<file path="src/include/cbc_defines.svh">
// address map, field positions and timing constants of the cell balance block
`ifndef CBC_DEFINES_SVH
`define CBC_DEFINES_SVH

// register indexes; byte address is four times the index
`define CBC_IDX_SETUP 6'h13
`define CBC_IDX_PATTERN 6'h14
`define CBC_IDX_DURATION 6'h20
`define CBC_IDX_COMMAND 6'h21
`define CBC_IDX_IRQ_STATUS 6'h22
`define CBC_IDX_IRQ_MASK 6'h23
`define CBC_IDX_STATE 6'h24

// setup register fields
`define CBC_SETUP_MODE_LSB 0
`define CBC_SETUP_MODE_MSB 1
`define CBC_SETUP_WAIT_LSB 2
`define CBC_SETUP_WAIT_MSB 4
`define CBC_SETUP_PTR_LO_LSB 5
`define CBC_SETUP_PTR_LO_MSB 7
`define CBC_SETUP_PTR_HI_BIT 8
`define CBC_SETUP_GO_BIT 9

// command register bits
`define CBC_CMD_ENABLE_BIT 0
`define CBC_CMD_INHIBIT_BIT 1

// interrupt status bits
`define CBC_IRQ_EOB_BIT 0
`define CBC_IRQ_WRAP_BIT 1

// state register fields
`define CBC_STATE_CELLS_LSB 0
`define CBC_STATE_CELLS_MSB 11
`define CBC_STATE_PTR_LSB 12
`define CBC_STATE_PTR_MSB 15
`define CBC_STATE_SECS_LSB 16
`define CBC_STATE_SECS_MSB 27

// pattern store
`define CBC_PAT_W 12
`define CBC_PAT_DEPTH 13
`define CBC_PTR_MANUAL 4'h0
`define CBC_PTR_AUTO_FIRST 4'h1
`define CBC_PTR_AUTO_LAST 4'hc

// timing
`define CBC_CLK_HZ 50000000
`define CBC_TICK_PERIOD_S 1
`define CBC_DUR_STEP_S 12'h014
`define CBC_SECS_W 12
`define CBC_TICK_W 26

// bus answers
`define CBC_RESP_OKAY 2'h0
`define CBC_RESP_SLVERR 2'h2

`endif

</file>
<file path="src/include/cbc_pkg.sv">
// types shared by the cell balance block
package cbc_pkg;

    typedef enum logic [1:0] {
        CBC_MODE_OFF,
        CBC_MODE_MANUAL,
        CBC_MODE_TIMED,
        CBC_MODE_AUTO
    } cbc_mode_t;

    typedef enum logic [2:0] {
        CBC_ST_IDLE,
        CBC_ST_RUN,
        CBC_ST_SETTLE,
        CBC_ST_CHECK,
        CBC_ST_ON,
        CBC_ST_WAIT
    } cbc_state_t;

    typedef struct packed {
        cbc_state_t st;
        cbc_mode_t mode;
        logic go;
        logic [2:0] wait_code;
        logic [3:0] ptr;
        logic [6:0] dur_code;
        logic [11:0] secs;
        logic [11:0] cell_on;
        logic [1:0] irq_stat;
        logic [1:0] irq_mask;
        logic aw_got;
        logic [7:0] aw_addr;
        logic w_got;
        logic [31:0] w_data;
        logic [3:0] w_strb;
        logic bvalid;
        logic [1:0] bresp;
        logic rvalid;
        logic [31:0] rdata;
        logic [1:0] rresp;
    } cbc_regs_t;

    typedef struct packed {
        logic [12:0][11:0] mem;
        logic [11:0] rd_a;
        logic [11:0] rd_b;
    } cbc_mem_t;

    typedef struct packed {
        logic [25:0] cnt;
        logic tick;
    } cbc_tick_t;

endpackage

</file>
<file path="src/rtl/cbc_pattern_mem.sv">
// thirteen-instance balance pattern store with two registered read ports
`include "cbc_defines.svh"
module cbc_pattern_mem
    import cbc_pkg::*;
(
    // clock and reset
    input wire logic clk_in,
    input wire logic rst_n_in,
    // write port
    input wire logic we_in,
    input wire logic [3:0] waddr_in,
    input wire logic [11:0] wdata_in,
    // read ports
    input wire logic [3:0] raddr_a_in,
    input wire logic [3:0] raddr_b_in,
    output logic [11:0] rdata_a_out,
    output logic [11:0] rdata_b_out
);

    cbc_mem_t r;
    cbc_mem_t next_r;

    // instances past the last read as zero, so auto stepping sees an end
    function automatic logic [11:0] rd(input cbc_mem_t s, input logic [3:0] a);
        if (a <= `CBC_PTR_AUTO_LAST)
        begin
            return s.mem[a];
        end
        return '0;
    endfunction

    always_comb
    begin
        next_r = r;
        if (we_in && waddr_in <= `CBC_PTR_AUTO_LAST)
        begin
            next_r.mem[waddr_in] = wdata_in;
        end
        next_r.rd_a = rd(r, raddr_a_in);
        next_r.rd_b = rd(r, raddr_b_in);
    end

    always_ff @(posedge clk_in or negedge rst_n_in)
    begin
        if (!rst_n_in)
        begin
            r <= '0;
        end
        else
        begin
            r <= next_r;
        end
    end

    assign rdata_a_out = r.rd_a;
    assign rdata_b_out = r.rd_b;

endmodule

</file>
<file path="src/rtl/cbc_sec_tick.sv">
// restartable one-second tick generator
`include "cbc_defines.svh"
module cbc_sec_tick
    import cbc_pkg::*;
#(
    parameter int unsigned TICK_CYCLES = `CBC_CLK_HZ * `CBC_TICK_PERIOD_S
)
(
    // clock and reset
    input wire logic clk_in,
    input wire logic rst_n_in,
    // control
    input wire logic restart_in,
    output logic tick_out
);

    localparam logic [25:0] LAST = 26'(TICK_CYCLES - 1);

    cbc_tick_t r;
    cbc_tick_t next_r;

    always_comb
    begin
        next_r = r;
        next_r.tick = 1'b0;
        if (restart_in)
        begin
            next_r.cnt = '0;
        end
        else if (r.cnt >= LAST)
        begin
            next_r.cnt = '0;
            next_r.tick = 1'b1;
        end
        else
        begin
            next_r.cnt = r.cnt + 26'h1;
        end
    end

    always_ff @(posedge clk_in or negedge rst_n_in)
    begin
        if (!rst_n_in)
        begin
            r <= '0;
        end
        else
        begin
            r <= next_r;
        end
    end

    assign tick_out = r.tick;

endmodule

</file>
<file path="src/rtl/cbc_top.sv">
// cell balance control: register bank, balance sequencer and AXI4-Lite slave
//
// Summary of operation
// - Twelve balance outputs, each driven on its own from register settings.
// - Setup: wait code 4..2, mode 1..0, pointer 7..5 plus 8, enable 9.
// - Auto wait between operations: 0,1,2,4,8,16,32,64 seconds by wait code.
// - Mode field: 00 off, 01 manual, 10 timed, 11 auto.
// - Balancing starts when enable becomes 1 with other fields set up.
// - Enable set by setup write or by a balance enable command.
// - Manual mode drives outputs straight from pattern, no timing.
// - Timed mode switches all outputs off when duration elapses.
// - Auto mode removes charge over several on/wait cycles.
// - Pattern bit 0 drives cell 1 up to bit 11 for cell 12.
// - Thirteen pattern instances; host reaches only the pointed-to one.
// - Instance 0 for manual and timed; instances 1 to 12 for auto.
// - Auto mode advances pointer each cycle through instances 1 to 12.
// - Auto mode finding an all-zero instance returns to instance 1.
// - Timed expiry sets end-of-balance flag and clears enable.
// - Clearing enable stops balancing and resets timer; restart uses full time.
// - Duration code counts 20 second steps; zero disables the timer.
`include "cbc_defines.svh"
module cbc_top
    import cbc_pkg::*;
#(
    parameter int unsigned TICK_CYCLES = `CBC_CLK_HZ * `CBC_TICK_PERIOD_S
)
(
    // clock and reset
    input wire logic clk_in,
    input wire logic rst_n_in,
    // axi4-lite write address
    input wire logic s_axi_awvalid_in,
    output logic s_axi_awready_out,
    input wire logic [7:0] s_axi_awaddr_in,
    // axi4-lite write data
    input wire logic s_axi_wvalid_in,
    output logic s_axi_wready_out,
    input wire logic [31:0] s_axi_wdata_in,
    input wire logic [3:0] s_axi_wstrb_in,
    // axi4-lite write response
    output logic s_axi_bvalid_out,
    input wire logic s_axi_bready_in,
    output logic [1:0] s_axi_bresp_out,
    // axi4-lite read address
    input wire logic s_axi_arvalid_in,
    output logic s_axi_arready_out,
    input wire logic [7:0] s_axi_araddr_in,
    // axi4-lite read data
    output logic s_axi_rvalid_out,
    input wire logic s_axi_rready_in,
    output logic [31:0] s_axi_rdata_out,
    output logic [1:0] s_axi_rresp_out,
    // balance transistor drives, bit 0 is cell 1
    output logic [11:0] cell_balance_on_out,
    // interrupt
    output logic irq_out
);

    cbc_regs_t r;
    cbc_regs_t next_r;

    logic [11:0] host_pat;
    logic [11:0] run_pat;
    logic [3:0] run_addr;
    logic mem_we;
    logic [11:0] mem_wdata;
    logic tick;
    logic tick_restart;

    ////////////////////////////////////////////////////////////////////////////
    // helpers

    function automatic logic hit(input logic [7:0] addr, input logic [5:0] idx);
        return addr[7:2] == idx;
    endfunction

    function automatic logic [11:0] wait_seconds(input logic [2:0] code);
        if (code == 3'h0)
        begin
            return '0;
        end
        return 12'h1 << (code - 3'h1);
    endfunction

    function automatic logic [11:0] dur_seconds(input logic [6:0] code);
        return 12'({5'h0, code} * `CBC_DUR_STEP_S);
    endfunction

    function automatic logic [3:0] step_ptr(input logic [3:0] p);
        if (p >= `CBC_PTR_AUTO_LAST)
        begin
            return `CBC_PTR_AUTO_FIRST;
        end
        return p + 4'h1;
    endfunction

    function automatic logic [31:0] merge(input logic [31:0] old, input logic [31:0] wd,
                                          input logic [3:0] strb);
        logic [31:0] v;
        v = old;
        for (int i = 0; i < 4; i++)
        begin
            if (strb[i])
            begin
                v[i*8 +: 8] = wd[i*8 +: 8];
            end
        end
        return v;
    endfunction

    function automatic logic [31:0] setup_word(input cbc_regs_t s);
        logic [31:0] v;
        v = '0;
        v[`CBC_SETUP_MODE_MSB:`CBC_SETUP_MODE_LSB] = s.mode;
        v[`CBC_SETUP_WAIT_MSB:`CBC_SETUP_WAIT_LSB] = s.wait_code;
        v[`CBC_SETUP_PTR_LO_MSB:`CBC_SETUP_PTR_LO_LSB] = s.ptr[2:0];
        v[`CBC_SETUP_PTR_HI_BIT] = s.ptr[3];
        v[`CBC_SETUP_GO_BIT] = s.go;
        return v;
    endfunction

    ////////////////////////////////////////////////////////////////////////////
    // pattern store and second tick

    // manual and timed run from instance 0, auto from the pointer
    assign run_addr = (r.mode == CBC_MODE_AUTO) ? r.ptr : `CBC_PTR_MANUAL;

    cbc_pattern_mem u_mem (
        .clk_in(clk_in),
        .rst_n_in(rst_n_in),
        .we_in(mem_we),
        .waddr_in(r.ptr),
        .wdata_in(mem_wdata),
        .raddr_a_in(r.ptr),
        .raddr_b_in(run_addr),
        .rdata_a_out(host_pat),
        .rdata_b_out(run_pat)
    );

    cbc_sec_tick #(
        .TICK_CYCLES(TICK_CYCLES)
    ) u_tick (
        .clk_in(clk_in),
        .rst_n_in(rst_n_in),
        .restart_in(tick_restart),
        .tick_out(tick)
    );

    ////////////////////////////////////////////////////////////////////////////
    // next state

    always_comb
    begin
        logic [1:0] ev;
        logic [31:0] wv;
        logic [7:0] a;
        next_r = r;
        ev = '0;
        wv = '0;
        a = '0;
        mem_we = 1'b0;
        mem_wdata = '0;
        tick_restart = 1'b0;

        // balance sequencer
        if (!r.go || r.mode == CBC_MODE_OFF)
        begin
            // disabling drops outputs and forgets the timer
            next_r.st = CBC_ST_IDLE;
            next_r.cell_on = '0;
            next_r.secs = '0;
        end
        else
        begin
            case (r.st)
                CBC_ST_IDLE:
                begin
                    // a fresh start always loads the full duration
                    if (r.mode == CBC_MODE_AUTO)
                    begin
                        next_r.ptr = `CBC_PTR_AUTO_FIRST;
                        next_r.st = CBC_ST_SETTLE;
                    end
                    else
                    begin
                        next_r.secs = dur_seconds(r.dur_code);
                        tick_restart = 1'b1;
                        next_r.st = CBC_ST_RUN;
                    end
                end
                CBC_ST_RUN:
                begin
                    next_r.cell_on = run_pat;
                    if (r.mode == CBC_MODE_AUTO)
                    begin
                        next_r.st = CBC_ST_IDLE;
                    end
                    else if (r.mode == CBC_MODE_TIMED && r.dur_code != '0 && tick)
                    begin
                        if (r.secs <= 12'h1)
                        begin
                            next_r.cell_on = '0;
                            next_r.go = 1'b0;
                            ev[`CBC_IRQ_EOB_BIT] = 1'b1;
                            next_r.st = CBC_ST_IDLE;
                        end
                        else
                        begin
                            next_r.secs = r.secs - 12'h1;
                        end
                    end
                end
                CBC_ST_SETTLE:
                begin
                    // one cycle for the pattern read to follow the pointer
                    next_r.cell_on = '0;
                    next_r.st = (r.mode == CBC_MODE_AUTO) ? CBC_ST_CHECK : CBC_ST_IDLE;
                end
                CBC_ST_CHECK:
                begin
                    if (r.mode != CBC_MODE_AUTO)
                    begin
                        next_r.st = CBC_ST_IDLE;
                    end
                    else if (run_pat == '0 && r.ptr != `CBC_PTR_AUTO_FIRST)
                    begin
                        next_r.ptr = `CBC_PTR_AUTO_FIRST;
                        ev[`CBC_IRQ_WRAP_BIT] = 1'b1;
                        next_r.st = CBC_ST_SETTLE;
                    end
                    else
                    begin
                        next_r.cell_on = run_pat;
                        next_r.secs = dur_seconds(r.dur_code);
                        tick_restart = 1'b1;
                        next_r.st = CBC_ST_ON;
                    end
                end
                CBC_ST_ON:
                begin
                    // a zero duration holds the current pattern indefinitely
                    if (r.mode != CBC_MODE_AUTO)
                    begin
                        next_r.st = CBC_ST_IDLE;
                    end
                    else if (r.dur_code != '0 && tick && r.secs <= 12'h1)
                    begin
                        next_r.cell_on = '0;
                        if (r.wait_code == '0)
                        begin
                            next_r.ptr = step_ptr(r.ptr);
                            next_r.st = CBC_ST_SETTLE;
                        end
                        else
                        begin
                            next_r.secs = wait_seconds(r.wait_code);
                            tick_restart = 1'b1;
                            next_r.st = CBC_ST_WAIT;
                        end
                    end
                    else if (r.dur_code != '0 && tick)
                    begin
                        next_r.secs = r.secs - 12'h1;
                    end
                end
                CBC_ST_WAIT:
                begin
                    next_r.cell_on = '0;
                    if (r.mode != CBC_MODE_AUTO)
                    begin
                        next_r.st = CBC_ST_IDLE;
                    end
                    else if (tick && r.secs <= 12'h1)
                    begin
                        next_r.ptr = step_ptr(r.ptr);
                        next_r.st = CBC_ST_SETTLE;
                    end
                    else if (tick)
                    begin
                        next_r.secs = r.secs - 12'h1;
                    end
                end
                default:
                begin
                    next_r.st = CBC_ST_IDLE;
                end
            endcase
        end

        // axi write channels, taken in either order
        if (s_axi_awvalid_in && !r.aw_got && !r.bvalid)
        begin
            next_r.aw_got = 1'b1;
            next_r.aw_addr = s_axi_awaddr_in;
        end
        if (s_axi_wvalid_in && !r.w_got && !r.bvalid)
        begin
            next_r.w_got = 1'b1;
            next_r.w_data = s_axi_wdata_in;
            next_r.w_strb = s_axi_wstrb_in;
        end
        if (r.bvalid && s_axi_bready_in)
        begin
            next_r.bvalid = 1'b0;
        end

        // host writes come after the sequencer so they take precedence
        if (r.aw_got && r.w_got && !r.bvalid)
        begin
            a = r.aw_addr;
            next_r.aw_got = 1'b0;
            next_r.w_got = 1'b0;
            next_r.bvalid = 1'b1;
            next_r.bresp = `CBC_RESP_OKAY;
            if (hit(a, `CBC_IDX_SETUP))
            begin
                wv = merge(setup_word(r), r.w_data, r.w_strb);
                next_r.mode = cbc_mode_t'(wv[`CBC_SETUP_MODE_MSB:`CBC_SETUP_MODE_LSB]);
                next_r.wait_code = wv[`CBC_SETUP_WAIT_MSB:`CBC_SETUP_WAIT_LSB];
                next_r.ptr = {wv[`CBC_SETUP_PTR_HI_BIT], wv[`CBC_SETUP_PTR_LO_MSB:`CBC_SETUP_PTR_LO_LSB]};
                next_r.go = wv[`CBC_SETUP_GO_BIT];
            end
            else if (hit(a, `CBC_IDX_PATTERN))
            begin
                wv = merge({20'h0, host_pat}, r.w_data, r.w_strb);
                mem_we = 1'b1;
                mem_wdata = wv[11:0];
            end
            else if (hit(a, `CBC_IDX_DURATION))
            begin
                wv = merge({25'h0, r.dur_code}, r.w_data, r.w_strb);
                next_r.dur_code = wv[6:0];
            end
            else if (hit(a, `CBC_IDX_COMMAND))
            begin
                if (r.w_strb[0] && r.w_data[`CBC_CMD_INHIBIT_BIT])
                begin
                    next_r.go = 1'b0;
                end
                else if (r.w_strb[0] && r.w_data[`CBC_CMD_ENABLE_BIT])
                begin
                    next_r.go = 1'b1;
                end
            end
            else if (hit(a, `CBC_IDX_IRQ_MASK))
            begin
                wv = merge({30'h0, r.irq_mask}, r.w_data, r.w_strb);
                next_r.irq_mask = wv[1:0];
            end
            else if (!hit(a, `CBC_IDX_IRQ_STATUS) && !hit(a, `CBC_IDX_STATE))
            begin
                next_r.bresp = `CBC_RESP_SLVERR;
            end
        end

        // axi read, answered one cycle after the address is taken
        if (r.rvalid && s_axi_rready_in)
        begin
            next_r.rvalid = 1'b0;
        end
        if (s_axi_arvalid_in && !r.rvalid)
        begin
            a = s_axi_araddr_in;
            next_r.rvalid = 1'b1;
            next_r.rresp = `CBC_RESP_OKAY;
            next_r.rdata = '0;
            if (hit(a, `CBC_IDX_SETUP))
            begin
                next_r.rdata = setup_word(r);
            end
            else if (hit(a, `CBC_IDX_PATTERN))
            begin
                next_r.rdata = {20'h0, host_pat};
            end
            else if (hit(a, `CBC_IDX_DURATION))
            begin
                next_r.rdata = {25'h0, r.dur_code};
            end
            else if (hit(a, `CBC_IDX_IRQ_STATUS))
            begin
                next_r.rdata = {30'h0, r.irq_stat};
                next_r.irq_stat = '0;
            end
            else if (hit(a, `CBC_IDX_IRQ_MASK))
            begin
                next_r.rdata = {30'h0, r.irq_mask};
            end
            else if (hit(a, `CBC_IDX_STATE))
            begin
                next_r.rdata[`CBC_STATE_CELLS_MSB:`CBC_STATE_CELLS_LSB] = r.cell_on;
                next_r.rdata[`CBC_STATE_PTR_MSB:`CBC_STATE_PTR_LSB] = r.ptr;
                next_r.rdata[`CBC_STATE_SECS_MSB:`CBC_STATE_SECS_LSB] = r.secs;
            end
            else if (!hit(a, `CBC_IDX_COMMAND))
            begin
                next_r.rresp = `CBC_RESP_SLVERR;
            end
        end

        // an event in the same cycle as a clearing read is kept
        next_r.irq_stat = next_r.irq_stat | ev;
    end

    always_ff @(posedge clk_in or negedge rst_n_in)
    begin
        if (!rst_n_in)
        begin
            r <= '0;
        end
        else
        begin
            r <= next_r;
        end
    end

    ////////////////////////////////////////////////////////////////////////////
    // outputs

    assign s_axi_awready_out = !r.aw_got && !r.bvalid;
    assign s_axi_wready_out = !r.w_got && !r.bvalid;
    assign s_axi_bvalid_out = r.bvalid;
    assign s_axi_bresp_out = r.bresp;
    assign s_axi_arready_out = !r.rvalid;
    assign s_axi_rvalid_out = r.rvalid;
    assign s_axi_rdata_out = r.rdata;
    assign s_axi_rresp_out = r.rresp;
    assign cell_balance_on_out = r.cell_on;
    assign irq_out = |(r.irq_stat & r.irq_mask);

endmodule

</file>
<file path="config.mk">
export PLATFORM = sky130hd
export DESIGN_NAME = cbc_top
export DESIGN_NICKNAME = d
export VERILOG_FILES = /design/src/include/cbc_pkg.sv /design/src/rtl/cbc_pattern_mem.sv /design/src/rtl/cbc_sec_tick.sv /design/src/rtl/cbc_top.sv
export VERILOG_INCLUDE_DIRS = /design/src /design/src/include
export SDC_FILE = /design/constraint.sdc
export NUM_CORES = 1
export LEC_CHECK = 0
export BUFFER_PORTS_ARGS = -buffer_cell sky130_fd_sc_hd__buf_2
export CAP_MARGIN = 30
export CORE_ASPECT_RATIO = 0.6
export CORE_UTILIZATION = 30
export CTS_BUF_LIST = sky130_fd_sc_hd__clkbuf_8
export CTS_CLUSTER_DIAMETER = 60
export CTS_CLUSTER_SIZE = 14
export DETAILED_ROUTE_END_ITERATION = 8
export GPL_TIMING_DRIVEN = 0
export PLACE_DENSITY = 0.48
export SYNTH_ARGS = -nofsm -noshare
export SYNTH_HDL_FRONTEND = slang
export SYNTH_SLANG_ARGS = --single-unit
export TNS_END_PERCENT = 1
</file>
<file path="constraint.sdc">
create_clock -name clk_in -period 3.27 [get_ports clk_in]
set_input_delay 0.1635 -clock clk_in [delete_from_list [all_inputs] [get_ports clk_in]]
set_output_delay 0.1635 -clock clk_in [all_outputs]
set_load 0.02 [all_outputs]
</file>
==> flow_summary.ini, run 1 <==
[outcome]
status = finished, violations left
violations = negative setup slack

[yosys]
syn_area_mm2 = 0.0165
synth_cell_type_count = 85
synth-simple-area-share_pct = 18.4
synthMuxAreaShare_pct = 10.1
ys_seq_area_share_pct = 46.8
synth_edf_count = 0
yosysWarnings = 0
synthCells = 1707
synthArstFlopShare_pct = 100
syn_area_per_cell_um2 = 9.69
synth_flop_cell = dfrtp_1
synth_fa_ha_area_share_pct = 1.41
synth_seq_cells = 309
synth_top_family_by_area = simple AND/OR/NAND/NOR gates
synth-compound-area-share_pct = 15.9
synth-xor-area-share_pct = 1.69

[route]
drt-total-wl_um = 63500
post_drt_wl_per_cell_um = 24.7
viasPerCell = 5.70
ant_nets = 0
first_iter_violations = 1950
remaining_drc_errors = 0
firstDrtPassIters = 6
via_count = 14684

[grt]
grtUsageTotal_pct = 22.5
met3_usage_pct = 6.09
grt_pass1_vias = 13754
grt-busiest-layer = met1
grt_pass1_wl_um = 93600
antenna_found_initial = 1
use_met2_pct = 27.5
overflow = 0
grt.met1_usage_pct = 37.8
grt_max_degree = 110

[setup_path]
rr_startpoint = r[119]
end_kind = flop
arrival_ns = 3.77
cp-start-kind = flop
r2r_end = u_mem.rdata_b_out[5]
r2r_setup_slack_ns = -0.03
r2r_cells = 8
path_max_fanout = 10
worstSetupPathType = flop to flop
cp.required_ns = 3.75

[finish]
mostFrequentLayoutCell = dfrtp_1
nNetsFinal = 1932
drive_above_1_share_pct = 17.8
diodes = 0
area_growth_pct = 13.4
nFillCells = 5612
mostFrequentLayoutCells = dfrtp_1, nand2_1, o21ai_0

[clock_tree]
cts.path.max_buffers = 3
insertion_delay_ns = 0.65
clk_pin_slew_ns = 0.10
cts_tree = built
clock-root-buffer = clkbuf_8
cts_made_buffers = 27
cts.sinks = 309
htreeDepth = 1
cts_setup_buffers = 0

[timing]
fin_crit_sh_pct = 101
skew_ns = 0.0439
setup_total_negative_slack_ns = -0.0485
slew_headroom_pct = 27.8
max_freq_ghz = 0.303
hold_violations = 0
slew_viol_final = 0
setup_ws_ns = -0.0252
period_minus_slack_ns = 3.30
rsz0062_at_grt = true
tightest_slew_ns = 1.05
setup_viol = 3

[min_path]
hold_class = input port to flop
hp-start = s_axi_araddr_in[7]
hold_path_end = s_axi_rdata_out[0]
min_path_cells = 5

[floorplanning]
num_rows = 66
start_util_pct = 30.4
die_w_um = 305
core_area_mm2 = 0.0543
num_io_pins = 113
dieArea_mm2 = 0.0561
die_y_um = 184

[power]
ir_drop_mv = 0.344
p_leak_nw = 8.36
power_mw = 11.0
p_per_area_mw_per_mm2 = 586

[place]
gp_congestion = 0.989
port_buffers = 78
place_hpwl_um = 49300

[run]
drv_cap = 0
-- routing by layer --
metal,vias up,share of wire [%]
met5,-,0.019
met4,2,1.4
met3,78,12
met2,771,35
met1,7445,52
li1,6388,-
-- repair_timing --
item / in CTS / in global routing
resized for setup: 12 / 10
setup endpoints to repair: 115 / 27
hold buffers: 28 / 0
hold endpoints to repair: 137 / 0
-- power by group --
part / total, mW / leakage (nW) / internal, mW / switching (mW)
clock: 2.26 / 0.236 / 0.855 / 1.40
combinational: 3.85 / 3.93 / 1.36 / 2.48
sequential: 4.88 / 4.20 / 4.29 / 0.591
total: 11.0 / 8.36 / 6.51 / 4.47
-- per-stage QoR --
step / setup slack, ns / cell area [um^2] / hold slack, ns / util [%] / instances
3_5_place_dp: -0.898 / 17900 / 0.298 / 33.0 / 2510
6_report: -0.0252 / 18700 / 0.0761 / 34.5 / 2575
4_1_cts: -0.0477 / 18700 / 0.0284 / 34.4 / 2573
2_1_floorplan: 0.466 / 16600 / -0.132 / - / 1712
3_3_place_gp: -3.98 / 17800 / 0.352 / 32.8 / 2504
5_1_grt: -0.0213 / 18700 / 0.119 / 34.5 / 2575
-- cell type report --
type	instances	area, um^2	area share (%)
Buffer	160	911	4.86
Clock buffer	31	427	2.28
Clock inverter	4	30.0	0.160
Inverter	14	52.6	0.280
Multi-Input combinational cell	1229	7920	42.3
Sequential cell	309	7730	41.2
Tap cell	714	893	4.76
Timing Repair Buffer	114	781	4.16
-- registers in the layout, summed over array words and instances, names as in the netlist --
register,cells
u_mem.rdata_a_out,12
r,58
s_axi_bresp_out,1
u_tick.r,26
u_tick.tick_out,1
s_axi_rdata_out,28
u_mem.rdata_b_out,12
u_mem.r,156
s_axi_rvalid_out,1
s_axi_bvalid_out,1
s_axi_rresp_out,1
cell_balance_on_out,12
-- how the worst max path moves through the flow --
| stage | start | endpoint | slack (ns) | depth (start not counted) |
|---|---|---|---|---|
| after floorplan | r[120] | r[107] | 0.47 | 11 |
| after global placement | rst_n_in | s_axi_rdata_out[10] | -3.98 | 1 |
| after detailed placement | r[120] | r[101] | -0.90 | 10 |
| after CTS | r[119] | u_mem.rdata_a_out[3] | -0.05 | 7 |
| after global routing | r[119] | u_mem.rdata_b_out[8] | -0.02 | 8 |
| final | r[119] | u_mem.rdata_b_out[5] | -0.03 | 8 |
-- worst max-delay path, stage by stage, from the launching register on --
cell	delay, ns
dfrtp_1	0.61
buf_2	0.26
buf_2	0.45
clkbuf_2	0.43
clkbuf_2	0.47
nand3_1	0.13
nand3_1	0.12
nand3_1	0.12
a31oi_1	0.54
-- synthesized netlist by cell type, types with 7 or more instances --
cell / count / share of area, %
dfrtp_1: 309 / 47
a222oi_1: 13 / 0.79
or3_1: 7 / 0.26
nand2_1: 255 / 5.8
nand3_1: 62 / 1.9
mux2i_1: 84 / 5.1
a311oi_1: 7 / 0.37
o221ai_1: 20 / 1.1
nand2b_1: 26 / 0.98
inv_1: 14 / 0.32
a31oi_1: 22 / 0.83
clkbuf_1: 60 / 1.4
xnor2_1: 17 / 0.90
and3_1: 18 / 0.68
nor2b_1: 10 / 0.38
nor4_1: 13 / 0.49
xor2_1: 15 / 0.79
nor2_1: 124 / 2.8
buf_1: 9 / 0.20
buf_4: 50 / 2.3
nor3_1: 19 / 0.57
a211oi_1: 15 / 0.68
mux4_2: 18 / 2.5
mux2_2: 37 / 2.5
a221oi_1: 11 / 0.58
o21ai_0: 144 / 4.4
o22a_1: 10 / 0.53
a21oi_1: 100 / 3.0
nand4_1: 14 / 0.53
ha_1: 17 / 1.3
nor3_2: 21 / 1.3
a22oi_1: 13 / 0.59
buf_2: 36 / 1.1
-- logic make-up (layout without fill, tap and decap cells) --
| group | Yosys count | count (layout) |
|---|---|---|
| mux | 139 | 139 |
| simple gates | 619 | 619 |
| other cells | 1 | 6 |
| compound gates | 415 | 415 |
| buf+inv | 174 | 323 |
| xor+xnor | 32 | 32 |
| fa+ha+maj | 18 | 18 |
| flops | 309 | 309 |
Note: power is estimated with default switching activity, not from simulation.
==> run 2, diff against run 1 <==
--- a/config.mk
+++ b/config.mk
@@ -6,6 +6,7 @@
 export SDC_FILE = /design/constraint.sdc
 export NUM_CORES = 1
 export LEC_CHECK = 0
+export ABC_AREA = 1
 export BUFFER_PORTS_ARGS = -buffer_cell sky130_fd_sc_hd__buf_2
 export CAP_MARGIN = 30
 export CORE_ASPECT_RATIO = 0.6
@@ -16,6 +17,7 @@
 export DETAILED_ROUTE_END_ITERATION = 8
 export GPL_TIMING_DRIVEN = 0
 export PLACE_DENSITY = 0.48
+export SKIP_LAST_GASP = 1
 export SYNTH_ARGS = -nofsm -noshare
 export SYNTH_HDL_FRONTEND = slang
 export SYNTH_SLANG_ARGS = --single-unit
==> constraint.sdc (replaced) <==
create_clock -name clk_in -period 3.27 [get_ports clk_in]
set_input_delay 0.654 -clock clk_in [delete_from_list [all_inputs] [get_ports clk_in]]
set_output_delay 0.654 -clock clk_in [all_outputs]
set_load 0.02 [all_outputs]
==> run 2 against run 1 <==
  * The flow now finishes without violations
  * Global-route usage grew 2.5 points
  * Combinational power shrank 12%
  * Critical path depth is the same
  * Sequential share of layout area shrank 0.28 points
  * Critical path type unchanged
  * Critical endpoint is now u_mem.rdata_a_out[6]
  * Largest power group unchanged
==> flow_summary.ini, run 2 <==
[clock_tree]
cts_tree = built
htreeDepth = 1
cts_made_buffers = 30
insertion_delay_ns = 0.66
cts.path.max_buffers = 3
cts.sinks = 309
clock-root-buffer = clkbuf_8
clk_pin_slew_ns = 0.10

[route]
remaining_drc_errors = 0
first_iter_violations = 2097
viasPerCell = 5.28
via_count = 16078
drt-total-wl_um = 70800
ant_nets = 0
firstDrtPassIters = 6
post_drt_wl_per_cell_um = 23.2

[floorplanning]
start_util_pct = 30.6
num_io_pins = 113
die_w_um = 307
num_rows = 66
die_y_um = 185
core_area_mm2 = 0.0547
dieArea_mm2 = 0.0568

[setup_path]
r2r_end = u_mem.rdata_a_out[6]
arrival_ns = 3.68
r2r_cells = 8
worstSetupPathType = flop to flop
path_max_fanout = 10
r2r_setup_slack_ns = 0.08
cp-start-kind = flop
cp.required_ns = 3.76
rr_startpoint = r[119]
end_kind = flop

[place]
port_buffers = 80
place_hpwl_um = 54700
dpl_cell_area_mm2 = 0.0182
gp_congestion = 1.04

[grt]
grtUsageTotal_pct = 24.9
antenna_found_initial = 3
grt_max_degree = 106
grt_pass1_wl_um = 103000
overflow = 0
grt_pass1_vias = 15174

[yosys]
yosysMostFrequentCell = nand2_1
syn_area_per_cell_um2 = 7.77
synth_flop_cell = dfrtp_1
synth.area.top_cells = dfrtp_1, nand2_1, o21ai_0
synth_cell_type_count = 53
synth_seq_cells = 309
synthCells = 2156
synthArstFlopShare_pct = 100
synth_edf_count = 0
synth_top_area_share_pct = 46.2
yosysWarnings = 0
ys_seq_area_share_pct = 46.2
yosysTopAreaCell = dfrtp_1
synth_common_cells = nand2_1, dfrtp_1, o21ai_0
syn_area_mm2 = 0.0168

[finish]
nFillCells = 5876
mostFrequentLayoutCell = nand2_1
largest_register_ffs = 156
final_area_mm2 = 0.0189
area_growth_pct = 12.7
regMostFlops = u_mem.r
mostFrequentLayoutCells = nand2_1, dfrtp_1, o21ai_0
drive_above_1_share_pct = 12.1
nNetsFinal = 2362

[timing]
hold_violations = 0
slew_viol_final = 0
setup_total_negative_slack_ns = 0
fin_crit_sh_pct = 97.6
skew_ns = 0.0322
period_minus_slack_ns = 3.19
rsz0062_at_grt = false
setup_viol = 0
hold_slack_ns = 0.0158
tightest_slew_ns = 1.01
max_freq_ghz = 0.313
slew_headroom_pct = 32.7

[power]
p_per_area_mw_per_mm2 = 547
ir_drop_mv = 0.265
p_leak_nw = 8.66
power_mw = 10.3

[run]
drv_cap = 0

[outcome]
status = finished, final reports clean

[min_path]
hold_class = input port to async pin
-- run 2: cell count changes after synthesis, sizes merged, moves of 14 or more --
cell and change:
mux4 -18, mux2 -30, nor2 +65, and3 -18
o221ai -20, o21ai +182, nand3 +36, inv +175
nand2 +290, mux2i -67, nor3 -17, a211oi -14
nand2b -26, o22ai +24
-- run 2: worst max-delay path, cell delays in order, from the launching register on --
cell and delay [ns]:
dfrtp_1 0.42, buf_2 0.32, clkbuf_1 0.49, buf_6 0.25
clkbuf_1 0.50, nor2_1 0.11, o22ai_1 0.27, nand2_1 0.14
a31oi_1 0.51
-- run 2: per-stage QoR --
stage                     utilization (%)  setup WS, ns  std cells
after floorplan                         -         0.794       2161
after global placement               33.1         -4.56       2989
after detailed placement             33.4        -0.796       2996
after CTS                            34.4       -0.0211       3039
after global routing                 34.5        0.0800       3045
final                                34.5        0.0784       3046
-- run 2: layer usage --
layer,part of all wire (%),up-vias,track usage [%],routed length (um)
met5,0.26,-,1.98,187
met4,1.3,6,3.52,905
met3,14,81,10.9,9860
met2,34,824,29.4,24200
met1,50,7849,39.8,35600
li1,-,7318,-,-
-- run 2: report_power, final --
group	leakage (nW)	internal [mW]	total, mW	switching (mW)
combinational	4.17	0.904	3.39	2.49
sequential	4.21	4.13	4.48	0.346
clock	0.275	0.947	2.45	1.50
-- run 2: timing repair --
action	in CTS	in global routing
hold buffers	0	0
resized for setup	4	1
setup endpoints to repair	166	45
setup buffers	0	4
pin swaps	0	0
-- run 2: how the worst max path moves through the flow --
stage	from	slack, ns	endpoint	cells after the start
floorplan	r[120]	0.79	cell_balance_on_out[1]	14
global placement	rst_n_in	-4.56	u_tick.r[13]	1
detailed placement	r[120]	-0.80	u_tick.r[9]	14
CTS	r[120]	-0.02	u_tick.r[9]	13
global route	r[119]	0.08	u_mem.r[102]	10
finish	r[119]	0.08	u_mem.rdata_a_out[6]	8
-- run 2: kinds of logic after synthesis --
logic type	share of synthesized area (%)
AOI/OAI and AO/OA	17.1
xor gates and xnor gates	1.57
adders and majority gates	1.39
buffers and inverters	9.43
DFF	46.2
muxes	1.49
other	0.0224
and+or+nand+nor	22.9
-- run 2: area by class of cell --
class                           count  area, um^2  area share [%]
Sequential cell                   309        7730            41.0
Multi-Input combinational cell   1512        7470            39.6
Tap cell                          748         936            4.96
Buffer                            148         858            4.55
Inverter                          190         717            3.80
Timing Repair Buffer               94         612            3.24
Clock buffer                       33         454            2.41
Clock inverter                     11        91.3           0.484
Antenna cell                        1        2.50          0.0133
==> run 3, diff against run 2 <==
--- a/config.mk
+++ b/config.mk
@@ -9,7 +9,7 @@
 export ABC_AREA = 1
 export BUFFER_PORTS_ARGS = -buffer_cell sky130_fd_sc_hd__buf_2
 export CAP_MARGIN = 30
-export CORE_ASPECT_RATIO = 0.6
+export CORE_ASPECT_RATIO = 1.4
 export CORE_UTILIZATION = 30
 export CTS_BUF_LIST = sky130_fd_sc_hd__clkbuf_8
 export CTS_CLUSTER_DIAMETER = 60
==> run 3 against run 2 <==
  * Non-clock buffer count shrank 3
  * Power is 2.8% higher
  * First-iteration DRC count shrank 44%
  * Register-to-register slack better by 0.09 ns
  * Count of clock-buffer cells in the layout rose by 5
  * Critical endpoint is now r[108]
  * Highest routed layer unchanged
  * Utilization decreased by 0.20 points
  * Routed wire length is 2.7% lower
  * Combinational power shrank 5%
  * Sequential power about the same
==> flow_summary.ini, run 3 (synthesized netlist as in run 2, its figures left out) <==
[outcome]
status = finished, final reports clean

[route]
met1_length_um = 25100
wl_met3_um = 2740
first_iter_violations = 1175
top_layer = met5
dr_wl_met2_um = 36100
remaining_drc_errors = 0
drt-total-wl_um = 68900
post_drt_wl_per_cell_um = 22.7
firstDrtPassIters = 6
via_count = 15634
viasPerCell = 5.15
ant_nets = 0

[timing]
rsz0062_at_grt = false
skew_ns = 0.0478
period_minus_slack_ns = 3.10
setup_viol = 0
max_freq_ghz = 0.322
fin_crit_sh_pct = 94.9
tightest_slew_ns = 0.997
hold_violations = 0
setup_ws_ns = 0.167
slew_viol_final = 0
slew_headroom_pct = 33.3

[clock_tree]
cts.sinks = 309
clock-root-buffer = clkbuf_8
htreeDepth = 2
clk_pin_slew_ns = 0.10
cts_made_buffers = 36
insertion_delay_ns = 0.64
cts_tree = built
cts.path.max_buffers = 3

[setup_path]
r2r_setup_slack_ns = 0.17
slowest_delay_ns = 0.52
arrival_ns = 3.62
path_max_fanout = 11
end_kind = flop
endpoint = r[108]
rr_startpoint = r[120]
cp-start-kind = flop
cpMostUsedCell = nand3_1
cp.required_ns = 3.78
crit_chain = clkinvlp_4 > clkbuf_4 > ha_1 > inv_1 > nor2_2 > nor2_1 > nand3_1 > nand3_1 > nor2_1 > nand3_1 > inv_1 > nand2_1 > o21ai_0
r2r_end = r[108]
worstSetupPathType = flop to flop
startpoint = r[120]
critPathSlowestCell = dfrtp_1
r2r_cells = 13

[floorplanning]
die_y_um = 282
core_area_mm2 = 0.0553
start_util_pct = 30.3
die_w_um = 202
num_rows = 102
num_io_pins = 113
dieArea_mm2 = 0.0568

[run]
drv_cap = 0

[power]
ir_drop_mv = 0.217
p_per_area_mw_per_mm2 = 559
p_leak_nw = 8.71

[finish]
final_util_pct = 34.3
multi_input_comb_area_mm2 = 0.00746
drive_above_1_share_pct = 12.4
regArea_mm2 = 0.00773
area_growth_pct = 13.3
nFillCells = 5929
largest_register_ffs = 156
mostFrequentLayoutCells = nand2_1, dfrtp_1, o21ai_0
mostFrequentLayoutCell = nand2_1
regMostFlops = u_mem.r
final_cells = 3037
nNetsFinal = 2365

[grt]
grt_max_degree = 103
overflow = 0
grt_pass1_vias = 15550
grtUsageTotal_pct = 24.4
grt_pass1_wl_um = 102000
antenna_found_initial = 5

[place]
gp_congestion = 1.01
place_hpwl_um = 53400
port_buffers = 80
pre_cts_ws_ns = -0.735
dp_cells = 2975

[min_path]
hold_class = input port to flop
## run 3: stage by stage
stage / total power [mW] / TNS (ns) / hold WS [ns] / instance area [um^2]
after global placement: 7.65 / -1443.04 / 0.468 / 18100
after global routing: 11.1 / 0 / 0.187 / 19000
after floorplan: 6.33 / 0 / 0.358 / 16800
after CTS: 10.7 / 0 / 0.168 / 18900
final: 10.6 / 0 / 0.215 / 19000
after detailed placement: 7.70 / -38.24 / 0.474 / 18200
## run 3: what timing repair did
action / in CTS / in global routing
resized for setup: 3 / 1
buffers inserted: 0 / 3
cloned: 0 / 0
endpoints found under the setup margin: 181 / 39
hold buffers: 1 / 0
hold endpoints to repair: 49 / 0
## run 3: how the worst min path moves through the flow
stage | slack (ns) | end | start | cells past startpoint
floorplan | 0.36 | cell_balance_on_out[0] | rst_n_in | 0
global placement | 0.47 | u_mem.r[102] | u_mem.r[102] | 2
detailed placement | 0.47 | u_mem.r[102] | u_mem.r[102] | 2
CTS | 0.17 | s_axi_bvalid_out | s_axi_bready_in | 2
global route | 0.19 | s_axi_rvalid_out | s_axi_rready_in | 2
finish | 0.22 | s_axi_bvalid_out | s_axi_bready_in | 2
## run 3: report_power, final
part | internal, mW | total (mW) | switching, mW
Combinational | 0.887 | 3.22 | 2.33
Clock | 1.22 | 2.91 | 1.68
Sequential | 4.13 | 4.48 | 0.352
Total | 6.24 | 10.6 | 4.36
## run 3: layout make-up
class | count | area share [%]
multi-input cells | 1512 | 39.3
diodes | 3 | 0.0396
clock buffers | 38 | 2.76
repair buffers | 90 | 3.01
flip-flops and latches | 309 | 40.8
plain buffers | 149 | 4.56
inverters | 190 | 3.78
clock inverters | 18 | 0.976
well taps | 728 | 4.80
## run 3: layer usage
layer	vias to the layer above	GRT usage, %
met5	-	0
met1	7593	25.8
li1	7353	-
met3	194	3.01
met4	6	15.7
met2	488	45.5
## run 3: worst max-delay path: cells and delay by family (launching register included)
family,cells,cell delay [ns]
adder cells (fa/ha/maj),1,0.37
buffers and inverters,4,0.88
AND/OR/NAND/NOR,7,1.11
flip-flops,1,0.52
AO/OA/AOI/OAI,1,0.11
